$ cat config.mk
export PLATFORM = sky130hd
export DESIGN_NAME = xma_core
export DESIGN_NICKNAME = d
export VERILOG_FILES = /design/src/pkg/xma_pkg.sv /design/src/xma_core.sv
export VERILOG_INCLUDE_DIRS = /design/src /design/src/pkg
export SDC_FILE = /design/constraint.sdc
export NUM_CORES = 1
export LEC_CHECK = 0
export BUFFER_PORTS_ARGS = -buffer_cell sky130_fd_sc_hd__buf_2
export CAP_MARGIN = 20
export CORE_MARGIN = 2
export CORE_UTILIZATION = 55
export CTS_CLUSTER_DIAMETER = 200
export DETAILED_ROUTE_END_ITERATION = 8
export GPL_ROUTABILITY_DRIVEN = 0
export PLACE_DENSITY = 0.8
export SLEW_MARGIN = 0
export SYNTH_ARGS = -nofsm -noshare
export SYNTH_HDL_FRONTEND = slang
export SYNTH_SLANG_ARGS = --single-unit
$ cat constraint.sdc
create_clock -name mclk_in -period 4.47 [get_ports mclk_in]
set_input_delay 0.447 -clock mclk_in [delete_from_list [all_inputs] [get_ports mclk_in]]
set_output_delay 0.447 -clock mclk_in [all_outputs]
set_load 0.03 [all_outputs]
$ cat src/pkg/xma_map.svh
`ifndef XMA_MAP_SVH
`define XMA_MAP_SVH

// ----------------------------------------------------------------
// apb register offsets
// ----------------------------------------------------------------
`define XMA_OFF_WORK    12'h000
`define XMA_OFF_FLAGS   12'h004
`define XMA_OFF_MEM     12'h008
`define XMA_OFF_CMD     12'h00c
`define XMA_OFF_RESULT  12'h010
`define XMA_OFF_STATUS  12'h014

// ----------------------------------------------------------------
// flag bit positions in the flags register
// ----------------------------------------------------------------
`define XMA_FLG_CARRY   0
`define XMA_FLG_HALF    1
`define XMA_FLG_ZERO    2
`define XMA_FLG_WRAP    3
`define XMA_FLG_SIGNED  4
`define XMA_FLG_CHAINZ  5

// ----------------------------------------------------------------
// command field positions, reset value and fixed constants
// ----------------------------------------------------------------
`define XMA_CMD_OP_LSB  0
`define XMA_CMD_OP_MSB  4
`define XMA_CMD_BIT_LSB 8
`define XMA_CMD_BIT_MSB 10
`define XMA_RST_BYTE    8'h00
`define XMA_ALL_ONES    8'hff
`define XMA_SKIP_CYCLES 2'h3
`endif

$ cat src/pkg/xma_pkg.sv
package xma_pkg;
    // operation codes written to the command register
    typedef enum logic [4:0] {
        XMA_MEM_ROTATE_LEFT            = 5'h00,
        XMA_ROTATE_LEFT_TO_WORK        = 5'h01,
        XMA_ROTATE_LEFT_THRU_CARRY     = 5'h02,
        XMA_ROTATE_LEFT_THRU_CARRY_TO_WORK  = 5'h03,
        XMA_MEM_ROTATE_RIGHT           = 5'h04,
        XMA_ROTATE_RIGHT_TO_WORK       = 5'h05,
        XMA_ROTATE_RIGHT_THRU_CARRY    = 5'h06,
        XMA_ROTATE_RIGHT_THRU_CARRY_TO_WORK = 5'h07,
        XMA_SUBTRACT_WITH_BORROW       = 5'h08,
        XMA_SUBTRACT_WITH_BORROW_TO_MEM = 5'h09,
        XMA_PLAIN_SUBTRACT             = 5'h0a,
        XMA_PLAIN_SUBTRACT_TO_MEM      = 5'h0b,
        XMA_DECREMENT_SKIP_ZERO        = 5'h0c,
        XMA_DECREMENT_SKIP_ZERO_TO_WORK = 5'h0d,
        XMA_INCREMENT_SKIP_ZERO        = 5'h0e,
        XMA_INCREMENT_SKIP_ZERO_TO_WORK = 5'h0f,
        XMA_SET_ALL_BITS               = 5'h10,
        XMA_SET_ONE_BIT                = 5'h11,
        XMA_SKIP_IF_BIT_SET            = 5'h12,
        XMA_SKIP_IF_NONZERO            = 5'h13,
        XMA_NIBBLE_EXCHANGE            = 5'h14,
        XMA_NIBBLE_EXCHANGE_TO_WORK    = 5'h15
    } xma_op_e;

    // execution sequencer
    typedef enum logic [1:0] {
        XMA_IDLE  = 2'b00,
        XMA_EXEC  = 2'b01,
        XMA_DUMMY = 2'b10
    } xma_state_e;

    // arithmetic flag set
    typedef struct packed {
        logic chained_zero_flag;
        logic signed_result_flag;
        logic twos_complement_wrap_flag;
        logic zero;
        logic half_carry_flag;
        logic carry;
    } xma_flags_s;

    // one executed result
    typedef struct packed {
        logic [7:0] value;
        logic       to_mem;
        logic       to_work;
        logic       skip;
    } xma_result_s;
endpackage

$ cat src/xma_core.sv
// Chosen here: the register addresses and the APB slave port.
`timescale 1ns/100ps
`include "xma_map.svh"
module xma_core (
    // clock and reset
    input  wire logic        mclk_in,
    input  wire logic        rst_b_in,
    // apb slave
    input  wire logic        psel_in,
    input  wire logic        penable_in,
    input  wire logic        pwrite_in,
    input  wire logic [11:0] paddr_in,
    input  wire logic [31:0] pwdata_in,
    output logic      [31:0] prdata_out,
    output logic             pready_out,
    output logic             pslverr_out,
    // sequencer view
    output logic             busy_out,
    output logic             skip_out,
    output logic             dummy_out
);

    // ----------------------------------------------------------------
    // state
    // ----------------------------------------------------------------
    logic [7:0]           work_reg;     // working register
    logic [7:0]           mem_reg;      // addressed memory byte
    xma_pkg::xma_flags_s  flags_reg;    // status flags
    logic [4:0]           op_reg;       // pending operation
    logic [2:0]           bit_reg;      // selected bit
    xma_pkg::xma_state_e  state_reg;    // sequencer state
    logic                 skip_reg;     // last instruction skipped
    logic [1:0]           cyc_reg;      // cycles of last instruction
    xma_pkg::xma_result_s res;          // combinational result
    xma_pkg::xma_flags_s  flags_next;   // combinational flags

    // ----------------------------------------------------------------
    // apb decode
    // ----------------------------------------------------------------
    logic wr_en;
    logic rd_en;
    logic hit;
    assign wr_en       = psel_in & penable_in & pwrite_in;
    assign rd_en       = psel_in & penable_in & ~pwrite_in;
    // zero-wait slave; writes while busy are refused with an error
    assign pready_out  = 1'b1;
    assign hit         = (paddr_in == `XMA_OFF_WORK) | (paddr_in == `XMA_OFF_FLAGS) |
                         (paddr_in == `XMA_OFF_MEM) | (paddr_in == `XMA_OFF_CMD) |
                         (paddr_in == `XMA_OFF_RESULT) | (paddr_in == `XMA_OFF_STATUS);
    assign pslverr_out = psel_in & penable_in & (~hit | (pwrite_in & (state_reg != xma_pkg::XMA_IDLE)));

    logic wr_ok;
    assign wr_ok = wr_en & hit & (state_reg == xma_pkg::XMA_IDLE);

    // ----------------------------------------------------------------
    // datapath: one result per operation, eight bits wide
    // ----------------------------------------------------------------
    logic [8:0] diff;
    logic [4:0] hdiff;
    logic       bin;
    logic [7:0] dec_v;
    logic [7:0] inc_v;
    always_comb begin
        // borrow-in only for the with-borrow forms
        bin = (op_reg == xma_pkg::XMA_SUBTRACT_WITH_BORROW ||
               op_reg == xma_pkg::XMA_SUBTRACT_WITH_BORROW_TO_MEM) ? ~flags_reg.carry : 1'b0;
        diff  = {1'b0, work_reg} - {1'b0, mem_reg} - {8'h00, bin};
        hdiff = {1'b0, work_reg[3:0]} - {1'b0, mem_reg[3:0]} - {4'h0, bin};
        dec_v = mem_reg - 8'h01;
        inc_v = mem_reg + 8'h01;
        res        = '0;
        flags_next = flags_reg;
        case (op_reg)
            xma_pkg::XMA_MEM_ROTATE_LEFT: begin
                res = '{value: {mem_reg[6:0], mem_reg[7]}, to_mem: 1'b1, to_work: 1'b0, skip: 1'b0};
            end
            xma_pkg::XMA_ROTATE_LEFT_TO_WORK: begin
                res = '{value: {mem_reg[6:0], mem_reg[7]}, to_mem: 1'b0, to_work: 1'b1, skip: 1'b0};
            end
            xma_pkg::XMA_ROTATE_LEFT_THRU_CARRY, xma_pkg::XMA_ROTATE_LEFT_THRU_CARRY_TO_WORK: begin
                res.value        = {mem_reg[6:0], flags_reg.carry};
                res.to_mem       = (op_reg == xma_pkg::XMA_ROTATE_LEFT_THRU_CARRY);
                res.to_work      = ~res.to_mem;
                flags_next.carry = mem_reg[7];
            end
            xma_pkg::XMA_MEM_ROTATE_RIGHT: begin
                res = '{value: {mem_reg[0], mem_reg[7:1]}, to_mem: 1'b1, to_work: 1'b0, skip: 1'b0};
            end
            xma_pkg::XMA_ROTATE_RIGHT_TO_WORK: begin
                res = '{value: {mem_reg[0], mem_reg[7:1]}, to_mem: 1'b0, to_work: 1'b1, skip: 1'b0};
            end
            xma_pkg::XMA_ROTATE_RIGHT_THRU_CARRY, xma_pkg::XMA_ROTATE_RIGHT_THRU_CARRY_TO_WORK: begin
                res.value        = {flags_reg.carry, mem_reg[7:1]};
                res.to_mem       = (op_reg == xma_pkg::XMA_ROTATE_RIGHT_THRU_CARRY);
                res.to_work      = ~res.to_mem;
                flags_next.carry = mem_reg[0];
            end
            xma_pkg::XMA_SUBTRACT_WITH_BORROW, xma_pkg::XMA_SUBTRACT_WITH_BORROW_TO_MEM,
            xma_pkg::XMA_PLAIN_SUBTRACT, xma_pkg::XMA_PLAIN_SUBTRACT_TO_MEM: begin
                res.value   = diff[7:0];
                res.to_mem  = (op_reg == xma_pkg::XMA_SUBTRACT_WITH_BORROW_TO_MEM) ||
                              (op_reg == xma_pkg::XMA_PLAIN_SUBTRACT_TO_MEM);
                res.to_work = ~res.to_mem;
                // carry is the inverted borrow out: clear when negative
                flags_next.carry           = ~diff[8];
                flags_next.half_carry_flag = ~hdiff[4];
                flags_next.zero            = (diff[7:0] == `XMA_RST_BYTE);
                flags_next.twos_complement_wrap_flag =
                    (work_reg[7] ^ mem_reg[7]) & (work_reg[7] ^ diff[7]);
                // signed flag is the true sign, corrected for wrap
                flags_next.signed_result_flag = diff[7] ^ flags_next.twos_complement_wrap_flag;
                // chained zero: borrow forms zero only if this and earlier parts were zero; plain forms take this part alone
                flags_next.chained_zero_flag = (op_reg == xma_pkg::XMA_PLAIN_SUBTRACT ||
                    op_reg == xma_pkg::XMA_PLAIN_SUBTRACT_TO_MEM) ? flags_next.zero :
                    (flags_next.zero & flags_reg.chained_zero_flag);
            end
            xma_pkg::XMA_DECREMENT_SKIP_ZERO: begin
                res = '{value: dec_v, to_mem: 1'b1, to_work: 1'b0, skip: dec_v == `XMA_RST_BYTE};
            end
            xma_pkg::XMA_DECREMENT_SKIP_ZERO_TO_WORK: begin
                res = '{value: dec_v, to_mem: 1'b0, to_work: 1'b1, skip: dec_v == `XMA_RST_BYTE};
            end
            xma_pkg::XMA_INCREMENT_SKIP_ZERO: begin
                res = '{value: inc_v, to_mem: 1'b1, to_work: 1'b0, skip: inc_v == `XMA_RST_BYTE};
            end
            xma_pkg::XMA_INCREMENT_SKIP_ZERO_TO_WORK: begin
                res = '{value: inc_v, to_mem: 1'b0, to_work: 1'b1, skip: inc_v == `XMA_RST_BYTE};
            end
            xma_pkg::XMA_SET_ALL_BITS: begin
                res = '{value: `XMA_ALL_ONES, to_mem: 1'b1, to_work: 1'b0, skip: 1'b0};
            end
            xma_pkg::XMA_SET_ONE_BIT: begin
                res.value          = mem_reg;
                res.value[bit_reg] = 1'b1;
                res.to_mem         = 1'b1;
            end
            xma_pkg::XMA_SKIP_IF_BIT_SET: begin
                res.value = mem_reg;
                res.skip  = mem_reg[bit_reg];
            end
            xma_pkg::XMA_SKIP_IF_NONZERO: begin
                // byte is read and written back unchanged
                res = '{value: mem_reg, to_mem: 1'b1, to_work: 1'b0, skip: mem_reg != `XMA_RST_BYTE};
            end
            xma_pkg::XMA_NIBBLE_EXCHANGE: begin
                res = '{value: {mem_reg[3:0], mem_reg[7:4]}, to_mem: 1'b1, to_work: 1'b0, skip: 1'b0};
            end
            xma_pkg::XMA_NIBBLE_EXCHANGE_TO_WORK: begin
                res = '{value: {mem_reg[3:0], mem_reg[7:4]}, to_mem: 1'b0, to_work: 1'b1, skip: 1'b0};
            end
            default: begin
                // unknown code: no write, no flag change
                res = '0;
            end
        endcase
    end

    // ----------------------------------------------------------------
    // sequencer: exec takes one cycle, a taken skip adds one dummy cycle
    // ----------------------------------------------------------------
    logic start;
    assign start = wr_ok & (paddr_in == `XMA_OFF_CMD);
    always_ff @(posedge mclk_in or negedge rst_b_in) begin
        if (!rst_b_in) begin
            state_reg <= xma_pkg::XMA_IDLE;
        end else begin
            case (state_reg)
                xma_pkg::XMA_IDLE: begin
                    if (start) begin
                        state_reg <= xma_pkg::XMA_EXEC;
                    end
                end
                xma_pkg::XMA_EXEC: begin
                    // dummy slot only when the skip is taken
                    state_reg <= res.skip ? xma_pkg::XMA_DUMMY : xma_pkg::XMA_IDLE;
                end
                xma_pkg::XMA_DUMMY: begin
                    state_reg <= xma_pkg::XMA_IDLE;
                end
                default: begin
                    state_reg <= xma_pkg::XMA_IDLE;
                end
            endcase
        end
    end

    // instruction cycle count: idle issue + exec + dummy = three on skip
    always_ff @(posedge mclk_in or negedge rst_b_in) begin
        if (!rst_b_in) begin
            cyc_reg  <= 2'h0;
            skip_reg <= 1'b0;
        end else if (start) begin
            cyc_reg  <= 2'h1;
            skip_reg <= 1'b0;
        end else if (state_reg != xma_pkg::XMA_IDLE) begin
            cyc_reg <= cyc_reg + 2'h1;
            if (state_reg == xma_pkg::XMA_EXEC) begin
                skip_reg <= res.skip;
            end
        end
    end

    // command register
    always_ff @(posedge mclk_in or negedge rst_b_in) begin
        if (!rst_b_in) begin
            op_reg  <= 5'h00;
            bit_reg <= 3'h0;
        end else if (start) begin
            op_reg  <= pwdata_in[`XMA_CMD_OP_MSB:`XMA_CMD_OP_LSB];
            bit_reg <= pwdata_in[`XMA_CMD_BIT_MSB:`XMA_CMD_BIT_LSB];
        end
    end

    // working register: software load or result write
    always_ff @(posedge mclk_in or negedge rst_b_in) begin
        if (!rst_b_in) begin
            work_reg <= `XMA_RST_BYTE;
        end else if (wr_ok && paddr_in == `XMA_OFF_WORK) begin
            work_reg <= pwdata_in[7:0];
        end else if (state_reg == xma_pkg::XMA_EXEC && res.to_work) begin
            work_reg <= res.value;
        end
    end

    // memory byte: untouched by work-target forms
    always_ff @(posedge mclk_in or negedge rst_b_in) begin
        if (!rst_b_in) begin
            mem_reg <= `XMA_RST_BYTE;
        end else if (wr_ok && paddr_in == `XMA_OFF_MEM) begin
            mem_reg <= pwdata_in[7:0];
        end else if (state_reg == xma_pkg::XMA_EXEC && res.to_mem) begin
            mem_reg <= res.value;
        end
    end

    // flags: software load, else only arithmetic and carry rotates change them
    always_ff @(posedge mclk_in or negedge rst_b_in) begin
        if (!rst_b_in) begin
            flags_reg <= '0;
        end else if (wr_ok && paddr_in == `XMA_OFF_FLAGS) begin
            flags_reg <= pwdata_in[5:0];
        end else if (state_reg == xma_pkg::XMA_EXEC) begin
            flags_reg <= flags_next;
        end
    end

    // ----------------------------------------------------------------
    // read data and sequencer outputs
    // ----------------------------------------------------------------
    always_comb begin
        prdata_out = 32'h0000_0000;
        if (rd_en) begin
            case (paddr_in)
                `XMA_OFF_WORK:   prdata_out = {24'h000000, work_reg};
                `XMA_OFF_FLAGS:  prdata_out = {26'h0000000, flags_reg};
                `XMA_OFF_MEM:    prdata_out = {24'h000000, mem_reg};
                `XMA_OFF_CMD:    prdata_out = {21'h000000, bit_reg, 3'h0, op_reg};
                `XMA_OFF_RESULT: prdata_out = {24'h000000, res.value};
                `XMA_OFF_STATUS: prdata_out = {26'h0000000, cyc_reg, skip_reg, state_reg, 1'b0} >> 1;
                default:         prdata_out = 32'h0000_0000;
            endcase
        end
    end

    assign busy_out  = (state_reg != xma_pkg::XMA_IDLE);
    assign skip_out  = skip_reg;
    assign dummy_out = (state_reg == xma_pkg::XMA_DUMMY);

    // ----------------------------------------------------------------
    // checks
    // ----------------------------------------------------------------
    chk_rol_value: assert property (@(posedge mclk_in) disable iff (!rst_b_in)
        state_reg == xma_pkg::XMA_EXEC && op_reg == xma_pkg::XMA_MEM_ROTATE_LEFT
        |=> mem_reg == {$past(mem_reg[6:0]), $past(mem_reg[7])}) else $error("rotate left wrong");
    chk_work_keeps_mem: assert property (@(posedge mclk_in) disable iff (!rst_b_in)
        state_reg == xma_pkg::XMA_EXEC && res.to_work |=> $stable(mem_reg)) else $error("memory changed");
    chk_rlc_carry: assert property (@(posedge mclk_in) disable iff (!rst_b_in)
        state_reg == xma_pkg::XMA_EXEC && op_reg == xma_pkg::XMA_ROTATE_LEFT_THRU_CARRY
        |=> flags_reg.carry == $past(mem_reg[7]) && mem_reg[0] == $past(flags_reg.carry)) else $error("rlc wrong");
    chk_rrc_carry: assert property (@(posedge mclk_in) disable iff (!rst_b_in)
        state_reg == xma_pkg::XMA_EXEC && op_reg == xma_pkg::XMA_ROTATE_RIGHT_THRU_CARRY
        |=> flags_reg.carry == $past(mem_reg[0]) && mem_reg[7] == $past(flags_reg.carry)) else $error("rrc wrong");
    chk_sub_carry: assert property (@(posedge mclk_in) disable iff (!rst_b_in)
        state_reg == xma_pkg::XMA_EXEC && op_reg == xma_pkg::XMA_PLAIN_SUBTRACT
        |=> flags_reg.carry == ($past(work_reg) >= $past(mem_reg))) else $error("sub carry wrong");
    chk_skip_three: assert property (@(posedge mclk_in) disable iff (!rst_b_in)
        state_reg == xma_pkg::XMA_EXEC && res.skip |=> dummy_out ##1 !busy_out && cyc_reg == `XMA_SKIP_CYCLES)
        else $error("skip not three cycles");
    chk_set_all: assert property (@(posedge mclk_in) disable iff (!rst_b_in)
        state_reg == xma_pkg::XMA_EXEC && op_reg == xma_pkg::XMA_SET_ALL_BITS
        |=> mem_reg == `XMA_ALL_ONES && $stable(flags_reg)) else $error("set all wrong");
    chk_swap_nib: assert property (@(posedge mclk_in) disable iff (!rst_b_in)
        state_reg == xma_pkg::XMA_EXEC && op_reg == xma_pkg::XMA_NIBBLE_EXCHANGE
        |=> mem_reg == {$past(mem_reg[3:0]), $past(mem_reg[7:4])}) else $error("swap wrong");

    cov_skip: cover property (@(posedge mclk_in) disable iff (!rst_b_in) dummy_out);
    cov_sub_neg: cover property (@(posedge mclk_in) disable iff (!rst_b_in)
        state_reg == xma_pkg::XMA_EXEC && diff[8]);
    cov_dec_zero: cover property (@(posedge mclk_in) disable iff (!rst_b_in)
        state_reg == xma_pkg::XMA_EXEC && op_reg == xma_pkg::XMA_DECREMENT_SKIP_ZERO && res.skip);
endmodule

==> flow_summary.yaml <==
status:
  outcome: "finished, final reports clean"
finish:
  multi_input_area_sq_um: 2870
  synthToLayoutAreaGrowth_pct: 8.23
  seq_area_sq_um: 876
  n_antenna_cell: 0
  fill_cells: 631
  drive_gt1_share_pct: 16.4
  fin_nets: 611
  stdcell_area_sq_um: 4430
synth:
  syn_area_sq_um: 4090
  synthFlopType: "dfrtp_1"
  synth-edff-count: 0
  synth_cell_types: 85
  synth_largest_area_cell: "dfrtp_1"
  ys_seq_area_share_pct: 21.4
  synth_warnings: 0
  async_flop_share_pct: 100
  synthCells: 516
  synth_top_cell_area_share_pct: 21.4
  synth.ff_latch_count: 35
  synth_common_cells: "nor2_1, dfrtp_1, nand2_1, inv_1, buf_4"
  syn_avg_cell_area_sq_um: 7.93
  synth_most_common_cell: "nor2_1"
  synthTopCellsByArea: "dfrtp_1, ha_1, buf_4, nor2_1, nand2_1"
cts:
  cts_tree: "built"
  cts-root-buf: "clkbuf_8"
  numCtsBuffers: 5
  clock_path_buffers: 2
  cts.htree.levels: 2
  insertion_delay_ps: 300
  post-cts-setup-buffer-count: 0
  cts_sinks: 35
  path_clk_slew_ps: 80
timing:
  slew_violations: 0
  max_freq_ghz: 0.228
  fin_ws_ps: 87.0
  fin_crit_ps: 4380
  worst_slew_pin_slew_ps: 856
  final-hold-violation-count: 0
  fin_hold_ws_ps: 215
  slew_headroom_pct: 42.5
  skew_ps: 4.70
  fin_crit_sh_pct: 98.1
  finalSetupViolations: 0
power:
  power_frac_comb_pct: 10.8
  total_switching_power_uw: 188
  p_leak_nw: 1.91
  internal_power_uw: 518
  switching_share_pct: 26.7
  power_density_nw_per_um2: 160
  ir_worst_vdd_uv: 181
  p_clk_share_pct: 44.3
  pwr-share-seq_pct: 44.9
floorplanning:
  die_area_sq_um: 8140
  ios: 86
  start_util_pct: 56.7
  die_x_microns: 90.2
  core_area_sq_um: 7210
  die-height_microns: 90.2
  fp-row-count: 31
grt:
  grt_usage_pct: 30.6
  grt_pass1_wl_mm: 20.2
  grt_pass1_vias: 3967
  grt_overflow_total: 0
  antenna_found_initial: 0
  grt_max_degree: 36
drt:
  wl_per_cell_microns: 19.5
  drtIter0Drc: 683
  antenna_left: 0
  via_per_inst: 6.73
  wl_met2_mm: 5.69
  drt-pass1-iter-count: 6
  dr_wl_met3_mm: 1.35
  num_vias: 4329
  route.layer.met1.wl_mm: 4.76
  wl_mm: 12.6
  top_layer: "met4"
  drc: 0
critical_path:
  path_max_fanout: 3
  start_kind: "flop"
  critPathKind: "flop to output pin"
  cp.arrival_ps: 3940
  worst_setup_path_end_kind: "output pin"
  required_ps: 4020
place:
  hpwl_mm: 9.20
  io_buffers: 42
  pre_cts_ws_ps: 353
  dpl_cell_area_sq_um: 4290
flow_run:
  max-cap-violations: 0
min_path:
  holdCritPathClass: "input pin to async pin"
## cell usage in the layout, fill, tap and decap left out, types with 9 or more instances in the layout
cell	instances
conb_1	22
buf_2	42
nor2b_1	11
o21ai_0	17
buf_4	15
a21oi_1	18
nor2_1	40
o21ai_1	19
a22oi_1	11
inv_1	28
nor3_1	20
nand2b_1	13
a31oi_1	9
a221o_1	10
nand3_1	13
ha_1	17
dfrtp_1	35
nand2_1	35
## final cells by class
type,instances,share of cell area (%)
Sequential cell,35,19.8
Tap cell,99,2.80
Timing Repair Buffer,57,7.29
Clock inverter,2,0.876
Multi-Input combinational cell,413,64.8
Clock buffer,6,1.87
Inverter,31,2.63
## final timing paths
| path | from | end | slack (ps) | cells past startpoint |
|---|---|---|---|---|
| max in group asynchronous | rst_b_in | work_reg[7] | 3750 | 1 |
| setup reg to reg | op_reg[2] | flags_reg[2] | 830 | 11 |
| hold reg to reg | work_reg[4] | work_reg[4] | 520 | 1 |
| setup / recovery | op_reg[2] | prdata_out[6] | 90 | 11 |
| min in group mclk_in | pwdata_in[8] | bit_reg[0] | 360 | 3 |
| hold / removal | rst_b_in | bit_reg[1] | 210 | 1 |
## worst max-delay path, cell delays in order, from the launching register on
cell and delay (ps):
dfrtp_1 370, or3b_1 390, or3_1 380, fa_1 430, fa_1 410, nand2b_1 220
a2111oi_4 420, nor4_1 120, nor3_1 300, o311ai_1 180, a21oi_1 200, buf_2 220
## per-layer routing
metal  up-vias  global-route usage (%)
li1       1955                       -
met1      1993                    40.6
met2       312                    49.1
met3        69                    3.77
met4         0                    16.0
met5         -                       0
## power by group through the flow
stage          clock network, mW  logic, mW  registers [mW]
2_1_floorplan                  0     0.0622           0.323
5_1_grt                    0.327     0.0825           0.317
6_report                   0.313     0.0761           0.317
4_1_cts                    0.313     0.0750           0.317
3_3_place_gp                   0     0.0740           0.324
3_5_place_dp                   0     0.0747           0.324
## kinds of logic (layout without fill, tap and decap cells)
family	Yosys count	in the layout	share of synthesized area (%)
xor gates and xnor gates	14	14	3.00
other	2	22	0.184
DFF	35	35	21.4
muxes	18	18	6.09
adders and majority gates	19	19	6.18
and+or+nand+nor	188	188	25.1
AOI/OAI and AO/OA	152	152	27.2
buffers and inverters	88	96	10.8
## metrics by stage
| step | total power [mW] | TNS, ps | utilization (%) | instances |
|---|---|---|---|---|
| after floorplan | 0.386 | 0 | - | 536 |
| after global placement | 0.398 | 0 | 59.4 | 635 |
| after detailed placement | 0.398 | 0 | 59.4 | 635 |
| after CTS | 0.705 | 0 | 61.1 | 643 |
| after global routing | 0.727 | -20.2 | 61.4 | 643 |
| final | 0.707 | 0 | 61.4 | 643 |
## timing repair
action / CTS / global route
gates resized for setup: 0 / 2
hold buffers: 0 / 0
setup endpoints to repair: 0 / 1
No activity file was read; power rests on OpenSTA's default activity.
